<file path="src/hbc_pkg.sv">
/*
 * Shared constants and carrier types of the host bus control registers.
 * Assumes a 32-bit APB register bus with 21-bit byte addresses.
 */
package hbc_pkg;

    ////////////////////////////////////////////////////////////////////////
    // Register byte offsets.
    localparam logic [20:0] OFS_COMMAND_WORD     = 21'h00_0000;
    localparam logic [20:0] OFS_INPUT_FIFO_PORT  = 21'h00_0004;
    localparam logic [20:0] OFS_OUTPUT_FIFO_PORT = 21'h00_0008;
    localparam logic [20:0] OFS_EVENT_FLAGS      = 21'h00_000C;
    localparam logic [20:0] OFS_EVENT_FLAGS_CLR  = 21'h00_0010;
    localparam logic [20:0] OFS_EVENT_FLAGS_SET  = 21'h00_0014;
    localparam logic [20:0] OFS_IRQ_MASK         = 21'h00_0018;
    localparam logic [20:0] OFS_IRQ_MASK_CLR     = 21'h00_001C;
    localparam logic [20:0] OFS_IRQ_MASK_SET     = 21'h00_0020;
    localparam logic [20:0] OFS_IRQ_TRIGGER_TYPE = 21'h00_0024;
    localparam logic [20:0] OFS_IRQ_PULSE_LENGTH = 21'h00_0028;
    localparam logic [20:0] OFS_READY_TO_CONTROL = 21'h00_002C;
    localparam logic [20:0] OFS_READY_TO_ADDRESS = 21'h00_0030;
    localparam logic [20:0] OFS_BLOCK_CONFIG     = 21'h00_0038;
    localparam logic [20:0] OFS_ENGINE_PARAM     = 21'h00_003C;

    ////////////////////////////////////////////////////////////////////////
    // Reset values.
    localparam logic [7:0]  RST_COMMAND_CODE     = 8'hFF;
    localparam logic [23:0] RST_COMMAND_PARAM    = 24'h00_0000;
    localparam logic [31:0] RST_EVENT_FLAGS      = 32'h2040_0000;
    localparam logic [31:0] RST_IRQ_MASK         = 32'h0000_0000;
    localparam logic [31:0] RST_IRQ_TRIGGER_TYPE = 32'h0000_0000;
    localparam logic [5:0]  RST_IRQ_PULSE_CYCLES = 6'h10;
    localparam logic [7:0]  RST_READY_TO_LENGTH  = 8'hFF;
    localparam logic        RST_READY_TO_ENABLE  = 1'b1;
    localparam logic [20:0] RST_READY_TO_ADDRESS = 21'h00_0000;
    localparam logic [31:0] RST_ENGINE_PARAM     = 32'h0000_0000;

    ////////////////////////////////////////////////////////////////////////
    // Field positions.
    localparam int READY_TO_ENABLE_BIT = 8;
    localparam int READBACK_SELECT_BIT = 0;
    localparam int TIMEOUT_FLAG_BIT    = 2;

    ////////////////////////////////////////////////////////////////////////
    // Carrier types.
    typedef struct packed {
        logic [23:0] command_parameter;
        logic [7:0]  code;
    } hbc_command_t;

    typedef struct packed {
        logic        valid;
        logic [31:0] data;
    } hbc_word_t;

endpackage

</file>
<file path="src/hbc_irq_pulse.sv">
/*
 * Stretches an interrupt trigger into a request of programmable length.
 * Assumes the trigger and length come from logic on the same clock.
 */
module hbc_irq_pulse (
    input  wire logic       clk,
    input  wire logic       rst_n,
    input  wire logic       trigger,
    input  wire logic [5:0] irq_pulse_cycles,
    output logic            irq
);

    logic [5:0] remaining;
    logic [5:0] next_remaining;

    ////////////////////////////////////////////////////////////////////////
    // A trigger reloads the count, so a held level keeps the request up.
    // request length count
    assign next_remaining = trigger ? irq_pulse_cycles :
                            (remaining != 6'h00) ? remaining - 6'h01 :
                            6'h00;
    assign irq = (remaining != 6'h00);

    always_ff @(posedge clk or negedge rst_n) begin
        if (!rst_n) begin
            remaining <= 6'h00;
        end else begin
            remaining <= next_remaining;
        end
    end

endmodule

</file>
<file path="src/hbc_ready_timeout.sv">
/*
 * Counts the cycles of a stalled bus access and flags its expiry.
 * Assumes the wait level comes from logic on the same clock.
 */
module hbc_ready_timeout (
    input  wire logic       clk,
    input  wire logic       rst_n,
    input  wire logic       waiting,
    input  wire logic       ready_timeout_enable,
    input  wire logic [7:0] timeout_cycles,
    output logic            expired
);

    logic [7:0] count;
    logic [7:0] next_count;

    ////////////////////////////////////////////////////////////////////////
    // The count restarts for every access, so one slow access never
    // shortens the allowance of the next.
    assign next_count = waiting ? count + 8'h01 : 8'h00;

    assign expired = ready_timeout_enable & waiting &
                     (count == timeout_cycles);

    always_ff @(posedge clk or negedge rst_n) begin
        if (!rst_n) begin
            count <= 8'h00;
        end else begin
            count <= next_count;
        end
    end

endmodule

</file>
<file path="src/hbc_regs.sv">
/*
 * APB register bank of the host bus controller: command word with
 * shadow copy, FIFO ports, event flags, interrupt mask and request,
 * bus ready timeout with captured address.
 * Assumes an APB master on CLK, a command engine that reports when a
 * command runs or starts, and FIFOs that give ready and valid levels.
 */
// What this block does
// - command code resets FF, parameter zero
// - shadow copy frozen while command runs
// - readback select picks host or working engine parameter
// - lockable writes ignored under master switch
// - flags writable, reset 20400000, hardware changes
// - clear alias clears written ones
// - set alias sets written ones
// - mask gates flags, resets zero
// - mask clear alias clears written ones
// - mask set alias sets written ones
// - trigger type picks edge or level
// - request lasts pulse length clocks after the last trigger
// - timeout expires after length clocks
// - timeout enable bit resets to one
// - timed-out address captured, resets zero
// - input FIFO port word writes only
// - output FIFO port word reads only
module hbc_regs (
    input  wire logic               CLK,
    input  wire logic               RST_N,
    input  wire logic               PSEL,
    input  wire logic               PENABLE,
    input  wire logic               PWRITE,
    input  wire logic [20:0]        PADDR,
    input  wire logic [31:0]        PWDATA,
    input  wire logic [3:0]         PSTRB,
    output logic      [31:0]        PRDATA,
    output logic                    PREADY,
    output logic                    PSLVERR,
    input  wire logic [31:0]        FLAG_SET,
    input  wire logic [31:0]        FLAG_CLR,
    input  wire logic               CMD_RUNNING,
    input  wire logic               CMD_START,
    input  wire logic               GRAPHICS_MASTER_SWITCH,
    output hbc_pkg::hbc_command_t   CMD_WORD,
    output logic                    CMD_WRITTEN,
    output logic      [31:0]        ENGINE_PARAM,
    output hbc_pkg::hbc_word_t      IN_FIFO_WRITE,
    input  wire logic               IN_FIFO_READY,
    input  wire logic [31:0]        OUT_FIFO_DATA,
    input  wire logic               OUT_FIFO_VALID,
    output logic                    OUT_FIFO_POP,
    output logic      [31:0]        EVENT_FLAGS,
    output logic                    IRQ
);

    ////////////////////////////////////////////////////////////////////////
    // Register state.
    hbc_pkg::hbc_command_t command_host;
    hbc_pkg::hbc_command_t command_work;
    logic [31:0]           engine_host;
    logic [31:0]           engine_work;
    logic [31:0]           event_flags;
    logic [31:0]           flags_prev;
    logic [31:0]           irq_mask;
    logic [31:0]           irq_trigger_type;
    logic [5:0]            irq_pulse_cycles;
    logic [7:0]            timeout_cycles;
    logic                  ready_timeout_enable;
    logic [20:0]           ready_timeout_address;
    logic                  readback_select;
    logic                  cmd_written;

    ////////////////////////////////////////////////////////////////////////
    // Address decode.
    wire hit_cmd  = (PADDR == hbc_pkg::OFS_COMMAND_WORD);
    wire hit_input_fifo_port = (PADDR == hbc_pkg::OFS_INPUT_FIFO_PORT);
    wire hit_output_fifo_port = (PADDR == hbc_pkg::OFS_OUTPUT_FIFO_PORT);
    wire hit_flags = (PADDR == hbc_pkg::OFS_EVENT_FLAGS);
    wire hit_fclr = (PADDR == hbc_pkg::OFS_EVENT_FLAGS_CLR);
    wire hit_fset = (PADDR == hbc_pkg::OFS_EVENT_FLAGS_SET);
    wire hit_mask = (PADDR == hbc_pkg::OFS_IRQ_MASK);
    wire hit_mclr = (PADDR == hbc_pkg::OFS_IRQ_MASK_CLR);
    wire hit_mset = (PADDR == hbc_pkg::OFS_IRQ_MASK_SET);
    wire hit_trig = (PADDR == hbc_pkg::OFS_IRQ_TRIGGER_TYPE);
    wire hit_plen = (PADDR == hbc_pkg::OFS_IRQ_PULSE_LENGTH);
    wire hit_toc  = (PADDR == hbc_pkg::OFS_READY_TO_CONTROL);
    wire hit_toa  = (PADDR == hbc_pkg::OFS_READY_TO_ADDRESS);
    wire hit_cfg  = (PADDR == hbc_pkg::OFS_BLOCK_CONFIG);
    wire hit_eng  = (PADDR == hbc_pkg::OFS_ENGINE_PARAM);

    wire hit_any = hit_cmd | hit_input_fifo_port | hit_output_fifo_port | hit_flags |
                   hit_fclr | hit_fset | hit_mask | hit_mclr |
                   hit_mset | hit_trig | hit_plen | hit_toc |
                   hit_toa | hit_cfg | hit_eng;

    ////////////////////////////////////////////////////////////////////////
    // Access classification.
    wire access     = PSEL & PENABLE;
    wire full_word  = (PSTRB == 4'hF);

    wire bad_input_fifo_port  = hit_input_fifo_port & (~PWRITE | ~full_word);
    wire bad_output_fifo_port  = hit_output_fifo_port & PWRITE;
    // Read-only address register refuses writes.
    wire bad_toa    = hit_toa & PWRITE;
    // Byte-lane writes are refused everywhere to keep aliases exact.
    wire bad_lanes  = PWRITE & ~full_word;
    wire bad_access = ~hit_any | bad_input_fifo_port | bad_output_fifo_port | bad_toa |
                      bad_lanes;

    ////////////////////////////////////////////////////////////////////////
    // FIFO stall and bus ready timeout.
    wire fifo_stall = access & ~bad_access &
                      ((hit_input_fifo_port & ~IN_FIFO_READY) |
                       (hit_output_fifo_port & ~OUT_FIFO_VALID));
    logic timeout_expired;

    hbc_ready_timeout u_timeout (
        .clk                  (CLK),
        .rst_n                (RST_N),
        .waiting              (fifo_stall),
        .ready_timeout_enable (ready_timeout_enable),
        .timeout_cycles       (timeout_cycles),
        .expired              (timeout_expired)
    );

    assign PREADY  = ~fifo_stall | timeout_expired;
    assign PSLVERR = access & (bad_access | timeout_expired);

    wire done     = access & PREADY;
    wire good     = done & ~bad_access & ~timeout_expired;
    wire wr_good  = good & PWRITE;
    wire rd_good  = good & ~PWRITE;

    ////////////////////////////////////////////////////////////////////////
    // FIFO ports: the push and pop happen at the completing edge only.
    assign IN_FIFO_WRITE.valid = wr_good & hit_input_fifo_port;
    assign IN_FIFO_WRITE.data  = PWDATA;
    assign OUT_FIFO_POP        = rd_good & hit_output_fifo_port;

    ////////////////////////////////////////////////////////////////////////
    // Write strobes.
    wire wr_cmd   = wr_good & hit_cmd;
    wire wr_flags = wr_good & hit_flags;
    wire wr_fclr  = wr_good & hit_fclr;
    wire wr_fset  = wr_good & hit_fset;
    wire wr_mask  = wr_good & hit_mask;
    wire wr_mclr  = wr_good & hit_mclr;
    wire wr_mset  = wr_good & hit_mset;
    wire wr_trig  = wr_good & hit_trig;
    wire wr_plen  = wr_good & hit_plen;
    wire wr_toc   = wr_good & hit_toc;
    wire wr_cfg   = wr_good & hit_cfg;
    wire wr_eng   = wr_good & hit_eng & ~GRAPHICS_MASTER_SWITCH;

    ////////////////////////////////////////////////////////////////////////
    // Shadow copies follow the host copy except while a command runs;
    // a command start takes the value written in the meantime.
    // shadow update point
    wire shadow_load = CMD_START | ~CMD_RUNNING;

    hbc_pkg::hbc_command_t next_command_host;
    hbc_pkg::hbc_command_t next_command_work;
    logic [31:0]           next_engine_host;
    logic [31:0]           next_engine_work;

    assign next_command_host = wr_cmd ? hbc_pkg::hbc_command_t'(PWDATA)
                                      : command_host;
    assign next_command_work = shadow_load ? command_host : command_work;
    assign next_engine_host  = wr_eng ? PWDATA : engine_host;
    assign next_engine_work  = shadow_load ? engine_host : engine_work;

    ////////////////////////////////////////////////////////////////////////
    // Event flags: hardware sets win over every clear in the same cycle.
    logic [31:0] hw_set;
    logic [31:0] flags_base;
    logic [31:0] flags_clear;
    logic [31:0] flags_set;
    logic [31:0] next_event_flags;

    assign hw_set = FLAG_SET |
                    ({31'h0000_0000, timeout_expired} <<
                     hbc_pkg::TIMEOUT_FLAG_BIT);
    assign flags_base  = wr_flags ? PWDATA : event_flags;
    assign flags_clear = (wr_fclr ? PWDATA : 32'h0000_0000) | FLAG_CLR;
    assign flags_set   = (wr_fset ? PWDATA : 32'h0000_0000) | hw_set;
    assign next_event_flags = (flags_base & ~flags_clear) | flags_set;

    ////////////////////////////////////////////////////////////////////////
    // Interrupt mask with its aliases.
    logic [31:0] next_irq_mask;

    assign next_irq_mask =
        ((wr_mask ? PWDATA : irq_mask) &
         ~(wr_mclr ? PWDATA : 32'h0000_0000)) |
        (wr_mset ? PWDATA : 32'h0000_0000);

    ////////////////////////////////////////////////////////////////////////
    // Per-flag trigger, edge or level, gated by the mask.
    logic [31:0] flag_trigger;

    genvar gi;
    generate
        for (gi = 0; gi < 32; gi = gi + 1) begin : g_trig
            assign flag_trigger[gi] = irq_trigger_type[gi]
                ? (event_flags[gi] & ~flags_prev[gi])
                : event_flags[gi];
        end
    endgenerate

    wire irq_trigger = |(flag_trigger & irq_mask);

    hbc_irq_pulse u_irq (
        .clk              (CLK),
        .rst_n            (RST_N),
        .trigger          (irq_trigger),
        .irq_pulse_cycles (irq_pulse_cycles),
        .irq              (IRQ)
    );

    ////////////////////////////////////////////////////////////////////////
    // Read data mux.
    wire [31:0] engine_readback = readback_select ? engine_work
                                                  : engine_host;
    wire [31:0] rd_cmd  = {command_host.command_parameter,
                           command_host.code};
    wire [31:0] rd_plen = {26'h000_0000, irq_pulse_cycles};
    wire [31:0] rd_toc  = {23'h00_0000, ready_timeout_enable,
                           timeout_cycles};
    wire [31:0] rd_toa  = {11'h000, ready_timeout_address};
    wire [31:0] rd_cfg  = {31'h0000_0000, readback_select};

    assign PRDATA = ~rd_good ? 32'h0000_0000 :
                    hit_cmd ? rd_cmd :
                    hit_output_fifo_port ? OUT_FIFO_DATA :
                    (hit_flags | hit_fclr | hit_fset) ? event_flags :
                    (hit_mask | hit_mclr | hit_mset) ? irq_mask :
                    hit_trig ? irq_trigger_type :
                    hit_plen ? rd_plen :
                    hit_toc ? rd_toc :
                    hit_toa ? rd_toa :
                    hit_cfg ? rd_cfg :
                    hit_eng ? engine_readback :
                    32'h0000_0000;

    ////////////////////////////////////////////////////////////////////////
    // Outputs from the working copies, the write pulse and the event flags.
    assign CMD_WORD     = command_work;
    assign CMD_WRITTEN  = cmd_written;
    assign ENGINE_PARAM = engine_work;
    assign EVENT_FLAGS  = event_flags;

    ////////////////////////////////////////////////////////////////////////
    // Command and shadowed registers.
    always_ff @(posedge CLK or negedge RST_N) begin
        if (!RST_N) begin
            command_host <= {hbc_pkg::RST_COMMAND_PARAM,
                             hbc_pkg::RST_COMMAND_CODE};
            command_work <= {hbc_pkg::RST_COMMAND_PARAM,
                             hbc_pkg::RST_COMMAND_CODE};
            engine_host  <= hbc_pkg::RST_ENGINE_PARAM;
            engine_work  <= hbc_pkg::RST_ENGINE_PARAM;
            cmd_written  <= 1'b0;
        end else begin
            command_host <= next_command_host;
            command_work <= next_command_work;
            engine_host  <= next_engine_host;
            engine_work  <= next_engine_work;
            cmd_written  <= wr_cmd;
        end
    end

    ////////////////////////////////////////////////////////////////////////
    // Flags, mask and trigger type.
    always_ff @(posedge CLK or negedge RST_N) begin
        if (!RST_N) begin
            event_flags      <= hbc_pkg::RST_EVENT_FLAGS;
            flags_prev       <= hbc_pkg::RST_EVENT_FLAGS;
            irq_mask         <= hbc_pkg::RST_IRQ_MASK;
            irq_trigger_type <= hbc_pkg::RST_IRQ_TRIGGER_TYPE;
        end else begin
            event_flags      <= next_event_flags;
            flags_prev       <= event_flags;
            irq_mask         <= next_irq_mask;
            if (wr_trig) begin
                irq_trigger_type <= PWDATA;
            end
        end
    end

    ////////////////////////////////////////////////////////////////////////
    // Pulse length, timeout control and block configuration.
    always_ff @(posedge CLK or negedge RST_N) begin
        if (!RST_N) begin
            irq_pulse_cycles     <= hbc_pkg::RST_IRQ_PULSE_CYCLES;
            timeout_cycles       <= hbc_pkg::RST_READY_TO_LENGTH;
            ready_timeout_enable <= hbc_pkg::RST_READY_TO_ENABLE;
            readback_select      <= 1'b0;
        end else begin
            if (wr_plen) begin
                irq_pulse_cycles <= PWDATA[5:0];
            end
            if (wr_toc) begin
                timeout_cycles       <= PWDATA[7:0];
                ready_timeout_enable <=
                    PWDATA[hbc_pkg::READY_TO_ENABLE_BIT];
            end
            if (wr_cfg) begin
                readback_select <= PWDATA[hbc_pkg::READBACK_SELECT_BIT];
            end
        end
    end

    ////////////////////////////////////////////////////////////////////////
    // Address of the access that ran out of time.
    always_ff @(posedge CLK or negedge RST_N) begin
        if (!RST_N) begin
            ready_timeout_address <= hbc_pkg::RST_READY_TO_ADDRESS;
        end else if (access & timeout_expired) begin
            ready_timeout_address <= PADDR;
        end
    end

endmodule

</file>
<file path="config.mk">
export PLATFORM = sky130hd
export DESIGN_NAME = hbc_regs
export DESIGN_NICKNAME = d
export VERILOG_FILES = /design/src/hbc_pkg.sv /design/src/hbc_irq_pulse.sv /design/src/hbc_ready_timeout.sv /design/src/hbc_regs.sv
export SDC_FILE = /design/constraint.sdc
export NUM_CORES = 1
export LEC_CHECK = 0
export BUFFER_PORTS_ARGS = -buffer_cell sky130_fd_sc_hd__clkbuf_2
export CAP_MARGIN = 20
export CORE_ASPECT_RATIO = 1.5
export CORE_UTILIZATION = 30
export CTS_BUF_LIST = sky130_fd_sc_hd__clkbuf_16
export CTS_CLUSTER_DIAMETER = 200
export DETAILED_ROUTE_END_ITERATION = 10
export MAX_ROUTING_LAYER = met4
export PLACE_DENSITY_LB_ADDON = 0.2
export SYNTH_ARGS = -nofsm -noshare
export SYNTH_HDL_FRONTEND = slang
export SYNTH_HIERARCHICAL = 1
export SYNTH_SLANG_ARGS = --single-unit
</file>
<file path="constraint.sdc">
create_clock -name CLK -period 9.1 [get_ports CLK]
set_input_delay 1.365 -clock CLK [delete_from_list [all_inputs] [get_ports CLK]]
set_output_delay 1.365 -clock CLK [all_outputs]
set_load 0.05 [all_outputs]
</file>
Word level (Yosys, flattened, before mapping)
Cells that the tools add are included.
{"block": "word_totals", "reg_bits": 308, "output_inout_bits": 166, "input_bits": 163, "wordCells": 236}
{"block": "classes", "bitwise_logic": 144, "reduce_logical": 3, "n_eq_ne": 16, "n_addsub": 2, "muxes": 53}
{"op": "2-to-1 mux 32 bit", "count": 18}
{"op": "== test 21 x 6 -> 1 bit, second input constant", "count": 7}
{"op": "bitwise OR 32 bit", "count": 4}
{"op": "bitwise AND 32 bit", "count": 3}
{"op": "== test 21 x 5 -> 1 bit, second input constant", "count": 4}
{"op": "bitwise AND 1 bit", "count": 65}
{"op": "inverter 32 bit", "count": 2}
{"op": "== test 21 x 4 -> 1 bit, second input constant", "count": 2}
{"op": "inverter 1 bit", "count": 42}
{"op": "2-to-1 mux 1 bit", "count": 32}
{"op": "bitwise OR 32 x 3 -> 32 bit", "count": 1}
{"op": "OR reduction 32 bit", "count": 1}
{"op": "bitwise OR 1 bit", "count": 27}
{"op": "== test 21 x 3 -> 1 bit, second input constant", "count": 1}
{"op": "zero test 21 bit", "count": 1}
{"op": "2-to-1 mux 6 bit", "count": 2}
{"op": "adder 8 x 1 -> 8 bit, second input constant", "count": 1}
{"op": "== test 8 bit", "count": 1}
{"op": "2-to-1 mux 8 bit", "count": 1}
{"op": "nonzero test 6 bit", "count": 1}
{"op": "subtractor 6 x 1 -> 6 bit, second input constant", "count": 1}
{"op": "== test 4 bit, second input constant", "count": 1}

Depth between registers and ports, before layout
Gate-level depths: netlist of the first run.
{"block": "logic_depth", "word_depth": 36, "ltp_mapped": 17, "mapped_depth_nobuf": 13}

Modules after synthesis
Netlist of the first run, hierarchy kept.
{"module": "hbc_regs", "area_per_inst_um2": 14518.9, "instances": 1, "cells_each": 1340, "seq_area_each_um2": 7394.6}
{"module": "hbc_ready_timeout", "area_per_inst_um2": 449.2, "instances": 1, "cells_each": 47, "seq_area_each_um2": 200.2}
{"module": "hbc_irq_pulse", "area_per_inst_um2": 322.8, "instances": 1, "cells_each": 33, "seq_area_each_um2": 150.1}

Least setup slack after synthesis of the first run
No wires, ideal clock.
{"block": "synth_timing", "path_type": "input-to-output", "start": "input PADDR[10]", "end": "output PRDATA[10]", "t_required_ns": 7.735, "stages": 15, "setup_slack_ns": 1.616, "n_path_buf": 2, "arrival_ns": 6.119, "path_cell_list": "nor4_1 -> buf_2 -> nand4_1 -> a21oi_2 -> nor2_1 -> o21a_1 -> and3b_1 -> nand3_1 -> nor3_1 -> nor2_1 -> o21ai_0 -> nor2_1 -> nand3_1 -> clkbuf_1 -> a2111oi_0"}
{"block": "synth_via", "elab_chain_len": 31, "word_cells_on_any_way": 67, "cone_classes": "eq/ne (14); mux (11); bitwise (41); reduce/logical (1)"}
{"element": "start, declared", "line": "hbc_regs.sv:32", "text": "input wire logic [20:0] PADDR,"}
{"element": "== test 21 x 3 -> 1 bit / zero test 21 bit (equally long branches)", "line": "hbc_regs.sv:75, hbc_regs.sv:74"}
{"element": "bitwise OR 1 bit (4 in series)", "line": "hbc_regs.sv:90", "text": "wire hit_any = hit_cmd | hit_input_fifo_port | hit_output_fifo_port | hit_flags |"}
{"element": "bitwise OR 1 bit (4 in series)", "line": "hbc_regs.sv:91", "text": "hit_fclr | hit_fset | hit_mask | hit_mclr |"}
{"element": "bitwise OR 1 bit (4 in series)", "line": "hbc_regs.sv:92", "text": "hit_mset | hit_trig | hit_plen | hit_toc |"}
{"element": "bitwise OR 1 bit (2 in series)", "line": "hbc_regs.sv:93", "text": "hit_toa | hit_cfg | hit_eng;"}
{"element": "inverter 1 bit", "line": "hbc_regs.sv:106", "text": "wire bad_access = ~hit_any | bad_input_fifo_port | bad_output_fifo_port | bad_toa |"}
{"element": "bitwise OR 1 bit (4 in series)", "line": "hbc_regs.sv:106"}
{"element": "inverter 1 bit", "line": "hbc_regs.sv:111", "text": "wire fifo_stall = access & ~bad_access &"}
{"element": "[... 2 more ...]"}
{"element": "net fifo_stall", "line": "hbc_regs.sv:111"}
{"element": "bitwise AND 1 bit (*) (2 in series)", "line": "hbc_ready_timeout.sv:22", "text": "assign expired = ready_timeout_enable & waiting &"}
{"element": "net timeout_expired", "line": "hbc_regs.sv:114", "text": "logic timeout_expired;"}
{"element": "bitwise OR 1 bit", "line": "hbc_regs.sv:125", "text": "assign PREADY = ~fifo_stall | timeout_expired;"}
{"element": "bitwise AND 1 bit", "line": "hbc_regs.sv:128", "text": "wire done = access & PREADY;"}
{"element": "bitwise AND 1 bit", "line": "hbc_regs.sv:129", "text": "wire good = done & ~bad_access & ~timeout_expired;"}
{"element": "bitwise AND 1 bit (*)", "line": "hbc_regs.sv:129"}
{"element": "bitwise AND 1 bit (*)", "line": "hbc_regs.sv:131", "text": "wire rd_good = good & ~PWRITE;"}
{"element": "2-to-1 mux 32 bit (*)", "line": "hbc_regs.sv:231", "text": "assign PRDATA = ~rd_good ? 32'h0000_0000 :"}
{"element": "end, declared", "line": "hbc_regs.sv:35", "text": "output logic [31:0] PRDATA,"}
The timed path passes the listed nets; every way through them passes the cells marked *.

Final worst setup path of the first run
{"block": "layout_timing", "start": "input PADDR[17]", "end": "output PRDATA[20]"}
Same word-level chain as after synthesis.

==> results of run 1 <==
## registers in the layout, summed over array words and instances (netlist names), 8 cells and up
signal / cells
timeout_cycles: 8
engine_host: 32
flags_prev: 32
EVENT_FLAGS: 32
irq_mask: 32
ready_timeout_address: 21
command_host: 32
irq_trigger_type: 32
ENGINE_PARAM: 32
u_timeout/count: 8
CMD_WORD: 32
## routing by layer
layer  vias up  share of wire  global-route usage
met4         0          0.044               0.108
met2       376           0.51               0.407
met1      6384           0.40               0.278
met5         -              0                   -
li1       5674              -                   -
met3        93          0.044              0.0311
## cell type report
cell class,count,area (um^2),share of cell area
diodes,7,17.5,0.000945
clock buffers,31,776,0.0419
clock inverters,27,256,0.0138
inverters,12,45.0,0.00243
multi-input cells,969,6940,0.374
flip-flops and latches,308,7750,0.418
well taps,669,837,0.0452
repair buffers,361,1910,0.103
## kinds of logic (layout without fill, tap and decap cells)
group,after synthesis,count (layout),synth area share
flops,308,308,0.507
fa+ha+maj,3,3,0.00246
other cells,0,7,0
xor+xnor,14,14,0.00802
simple gates,378,378,0.115
buf+inv,143,431,0.0461
mux,262,262,0.191
compound gates,312,312,0.131
## power breakdown
part           total, mW  switching (mW)  leakage (nW)  internal [mW]
Clock               1.33           0.573         0.522          0.760
Combinational      0.227           0.167          4.19         0.0603
Sequential          1.41          0.0215          4.00           1.39
## cell usage after synthesis (all sizes together) (4+ instances only)
cell type / number / area share
o31ai: 32 / 0.016
nor3: 18 / 0.0065
nor2: 132 / 0.033
buf: 62 / 0.026
a21oi: 73 / 0.024
a2111oi: 10 / 0.0057
inv: 11 / 0.0027
xnor2: 11 / 0.0063
and4: 4 / 0.0023
or2: 5 / 0.0020
nor3b: 8 / 0.0039
mux2i: 53 / 0.035
a221oi: 16 / 0.0092
nor4: 15 / 0.0074
or4: 4 / 0.0020
dfrtp: 278 / 0.45
dfstp: 30 / 0.052
a221o: 15 / 0.0098
nand3: 24 / 0.0079
clkbuf: 69 / 0.017
o21ai: 76 / 0.025
or3: 8 / 0.0036
o22ai: 32 / 0.013
nand2: 131 / 0.032
nand4: 12 / 0.0053
a31oi: 18 / 0.0074
mux2: 209 / 0.16
a211oi: 16 / 0.0079
## layout by cell type (no fill, tap or decap), types with 4 or more instances in the layout
| cell type | count |
|---|---|
| clkbuf_2 | 327 |
| dfrtp_1 | 277 |
| mux2_2 | 179 |
| nand2_1 | 131 |
| nor2_1 | 130 |
| a21oi_1 | 72 |
| o21ai_0 | 67 |
| mux2i_1 | 53 |
| o31ai_1 | 32 |
| o22ai_1 | 32 |
| buf_4 | 32 |
| clkbuf_16 | 31 |
| dfstp_2 | 30 |
| nand3_1 | 23 |
| mux2_1 | 21 |
| a31oi_1 | 18 |
| inv_1 | 16 |
| a211oi_1 | 16 |
| a221oi_1 | 16 |
| a221o_1 | 15 |
| nor3_1 | 12 |
| nand4_1 | 11 |
| xnor2_1 | 11 |
| clkinv_1 | 10 |
| a2111oi_0 | 10 |
| nor4_1 | 9 |
| o21ai_1 | 9 |
| mux2_4 | 9 |
| nor3b_1 | 8 |
| diode_2 | 7 |
| or3_1 | 6 |
| nor4_2 | 5 |
| bufinv_16 | 5 |
| or4_1 | 4 |
| or2_2 | 4 |
| nor3_2 | 4 |
| clkinv_2 | 4 |
## through the flow
step / utilization / hold slack [ps]
after detailed placement: 0.347 / 393
final: 0.367 / 401
after global routing: 0.367 / 409
after CTS: 0.367 / 402
after floorplan: - / 450
after global placement: 0.347 / 393
## how the worst max path moves through the flow
stage                      end
CTS                 PRDATA[20]
detailed placement  PRDATA[20]
global placement    PRDATA[13]
floorplan           PRDATA[10]
finish              PRDATA[20]
global route        PRDATA[13]
==> impl_results.md, run 1 <==
* Post-cts repair resize count at 0
* Initial antenna violation count at 6
* CP Launch Point: PADDR[17]
* Yosys Warn Count at 6
* Share of layout cells above drive strength 1 at 0.382
* Setup CP Type: in -> out
* Slowest Stage Delay on Critical Path at about 760 ps
* Layout net count at 1,849
* Area growth from synthesis to layout at 21.2%
* GRT Resource Usage Total at 0.238
* Maximum vdd drop at approximately 0.17 mV
* Vias/cell at 5.25
* Pre-CTS WS at between 1000 and 1500 ps
* Reg2reg setup slack at 5330 ps
* Post-synth EDFFs at 0
* Final WS setup at approximately 1500 ps
* Final Wtd Congestion at between 0.9 and 1
* FMAX at between 100 and 150 MHz
* CTS tree: done
* Cts hold-fix bufs at 0
* Cells after DPL at between 2,000 and 2,500
* Final Max Slew Viols at 0
* Post-DRT Antenna Nets at 0
* R2R cell count at 9
* Cell mode on critical path: nor2_1
* Yosys cell types at 72
* Startpoint type of the worst setup path: input port
* Hold Path Stages at 0
* Mapped Area at 0.0153 mm^2
* CP delay by family, top: simple AND/OR/NAND/NOR gates
* Syn_nets at 1,586
* Total power at roughly 3 mW
* Hold Path Sink: flags_prev[29]$_DFF_PN1_
* Post-Route Skew at ~26 ps
* Die Width at about 190 um
* Clock Latency Late Sink at between 500 and 600 ps
* Register area share after synthesis at 0.507
* Synth Instances at around 1,400
* Clock buffer count from CTS at 31
* Final Hold Violating Endpoints at 0
* Critical path's slowest cell: nand4_1
* # port buffers at 328
* Primary FF master, synth: dfrtp_1
* # DRC at 0
* Post-DP HPWL at roughly 44,000 um
* Crit-path cells: clkbuf_2, nor4_1, nand4_1, a21oi_2, nor2_1, o21a_1, and3b_1, nand3_1, nor3_1, nor2_1, o21ai_0, nor2_1, nand3_2, a2111oi_0, clkbuf_2
* H-tree depth at 1
* Worst-path maximum fanout at 21
* Remaining Overflow, GRT at 0
* Worst setup EP type: output pin
* Io pins at between 300 and 400
* Crit path depth at 15
* Max Cap Viol at 0
* WL final at 60,800 um
* Post-detailed-route wirelength per cell at about 26 um
* Number of global-route vias before repair at approximately 13,000
* Max Root-Sink Buffers at 3
* Initial Util at 0.303
* DR iter-0 viols at between 700 and 800
* Max_slew headroom at 0.250
* Vias after detailed routing at 12,500
* Clk sinks at roughly 300
* Worst Path Arrival at approximately 6200 ps
* Outcome: complete, no violations
* Pwr per Cell Area at 160 mW/mm^2
* Hold Path Class: reg -> reg
* Worst slew pin tran at approximately 1100 ps
* Fillcell total at just over 5,000
* Final Cell Area at about 0.019 mm^2
* Mean Syn Cell Area at 10.8 um^2
* Final TNS setup at 0 ps
* R2r startpoint: timeout_cycles[5]$_DFFE_PN1P_
* Worst r2r dst: command_host[9]$_DFFE_PN0P_
* Die height at roughly 280 um
* RSZ-0062 raised after global routing: false
* # Post-CTS Setup Buffers at 0
* Die area at 0.0519 mm^2
* Worst hold start: EVENT_FLAGS[29]$_DFF_PN1_
* Crit path buf inv count at 2
* Tcrit/Tclk final at 0.836
* Async set or reset register ratio after synthesis at 1.00
* First-pass detailed-route iteration total at 5
* Largest net degree at the start of global routing at 156
* Critical path required time at ~7700 ps
* Cell Area, Placed at approximately 0.017 mm^2
* Final setup fails at 0
* Synthesis-stage register bit count at just over 300
* Worst-path clk slew at roughly 60 ps
* Post-layout min period at 7610 ps
* Core area at 0.0504 mm^2
* Layout Cells excl Fill at 2,384
* LEAKAGE at a little under 9 nW
* Global-route wire length before repair at between 80,000 and 90,000 um
* FP Rows at approximately 100
* Root buffer cell: clkbuf_16
Power figures use the tool's default switching activity.
==> run 2: changes to the inputs <==
==> constraint.sdc (replaced) <==
create_clock -name CLK -period 6.45 [get_ports CLK]
set_input_delay 0.9675 -clock CLK [delete_from_list [all_inputs] [get_ports CLK]]
set_output_delay 0.9675 -clock CLK [all_outputs]
set_load 0.05 [all_outputs]
==> impl_results.md, run 2 (synthesis results as in run 1) <==
* Outcome: complete, no violations
* # port buffers at 328
* Worst-path clk slew at 60 ps
* Clock Latency Late Sink at around 530 ps
* Initial antenna violation count at 3
* Number of global-route vias before repair at 13,200
* Worst slew pin tran at 982 ps
* Layout Cells excl Fill at between 2,000 and 2,500
* Die height at about 280 um
* Max_slew headroom at 0.340
* Post-DRT Antenna Nets at 0
* Slowest Stage Delay on Critical Path at between 500 and 600 ps
* Die Width at 186 um
* LEAKAGE at roughly 9 nW
* Cells after DPL at ~2,300
* Global-route wire length before repair at between 90,000 and 100,000 um
* Startpoint type of the worst setup path: input port
* Setup CP Type: in -> out
* Clock buffer count from CTS at 34
* Max Root-Sink Buffers at 3
* WHS at approximately 410 ps
* Core area at between 0.05 and 0.06 mm^2
* CTS tree: done
* DR iter-0 viols at a little under 900
* Critical path's slowest cell: nor3_1
* Final TNS setup at 0 ps
* Final Max Slew Viols at 0
* Tcrit/Tclk final at 0.918
* H-tree depth at 2
* Initial Util at 0.303
* Final WS setup at 526 ps
* Vias/cell at around 5.3
* Area growth from synthesis to layout at 25.7%
* GRT Resource Usage Total at 0.243
* Worst Path Arrival at between 4000 and 5000 ps
* Worst-path maximum fanout at 20
* Fillcell total at 5,020
* Die area at approximately 0.052 mm^2
* Post-Route Skew at between 30 and 40 ps
* Layout net count at about 1,900
* Most frequent cells in the layout: 296 x clkbuf_2, 277 x dfrtp_1, 179 x mux2_2
* Most common cell after layout, fill and taps aside: clkbuf_2
* Final Hold Violating Endpoints at 0
* Post-layout min period at 5920 ps
* Vias after detailed routing at between 10,000 and 15,000
* Share of layout cells above drive strength 1 at 0.390
* # DRC at 0
* Pre-CTS WS at slightly below 700 ps
* Final Cell Area at slightly below 0.02 mm^2
* Post-DP HPWL at approximately 45,000 um
* Clk sinks at slightly above 300
* WL final at 62,100 um
* # Post-CTS Setup Buffers at 0
* Post-detailed-route wirelength per cell at roughly 26 um
* Final Wtd Congestion at 0.931
* RSZ-0062 raised after global routing: false
* Cell Area, Placed at between 0.015 and 0.02 mm^2
* Critical path required time at 5480 ps
* FP Rows at between 100 and 150
* Max Cap Viol at 0
* Root buffer cell: clkbuf_16
* Cts hold-fix bufs at 0
* Io pins at ~330
* Final setup fails at 0
* Post-cts repair resize count at 0
* Hold Path Class: reg -> reg
* Maximum vdd drop at 0.149 mV
* FMAX at ~170 MHz
* First-pass detailed-route iteration total at 5
* Crit-path cells: clkbuf_2, nor4_1, nand4_1, nor3_1, nor2_1, o21a_1, and3b_1, nand3_1, nor3_1, buf_4, nor2_1, o21ai_0, nor2_1, nand3_2, buf_4, a2111oi_0, buf_4, buf_12
* Pwr per Cell Area at between 200 and 250 mW/mm^2
* Largest net degree at the start of global routing at around 170
* Remaining Overflow, GRT at 0
* Worst setup EP type: output pin
==> run 2: layout make-up <==
class	count	area, um^2	area share
Clock buffer	34	851	0.0443
Tap cell	669	837	0.0435
Inverter	12	45.0	0.00234
Clock inverter	24	188	0.00976
Antenna cell	3	7.51	0.000390
Multi-Input combinational cell	969	6930	0.360
Sequential cell	308	7750	0.403
Timing Repair Buffer	388	2620	0.136
==> run 2: final timing paths <==
path / slack (ps) / endpoint / depth (start not counted) / from
min in group asynchronous: 450 / EVENT_FLAGS[7]$_DFF_PN0_ / 1 / RST_N
min: 410 / flags_prev[29]$_DFF_PN1_ / 0 / EVENT_FLAGS[29]$_DFF_PN1_
max in group asynchronous: 4620 / ENGINE_PARAM[23]$_DFFE_PN0P_ / 2 / RST_N
min reg2reg: 410 / flags_prev[29]$_DFF_PN1_ / 0 / EVENT_FLAGS[29]$_DFF_PN1_
max reg2reg: 2880 / timeout_cycles[2]$_DFFE_PN1P_ / 9 / timeout_cycles[7]$_DFFE_PN1P_
max: 530 / PRDATA[11] / 18 / PADDR[17]
==> run 2: report_power, final <==
part | internal, mW | switching [mW]
Combinational | 0.0862 | 0.238
Sequential | 1.96 | 0.0307
Clock | 1.08 | 0.827
Total | 3.12 | 1.10
==> run 2: per-stage QoR <==
stage	total power, mW	util
after floorplan	2.18	-
after global placement	2.35	0.360
after detailed placement	2.36	0.361
after CTS	4.26	0.381
after global routing	4.35	0.381
final	4.22	0.381
==> run 2: worst max-delay path, delay by kind of cell <==
kind	cells	cell delay [ps]
simple gates	10	2340
buf+inv	5	830
compound gates	3	800
==> run 2: layer usage <==
layer	vias to the layer above	global-route usage	share of wire
li1	5733	-	-
met1	6546	0.286	0.40
met2	397	0.427	0.53
met3	85	0.0259	0.041
met4	0	0.0879	0.032
met5	-	-	0
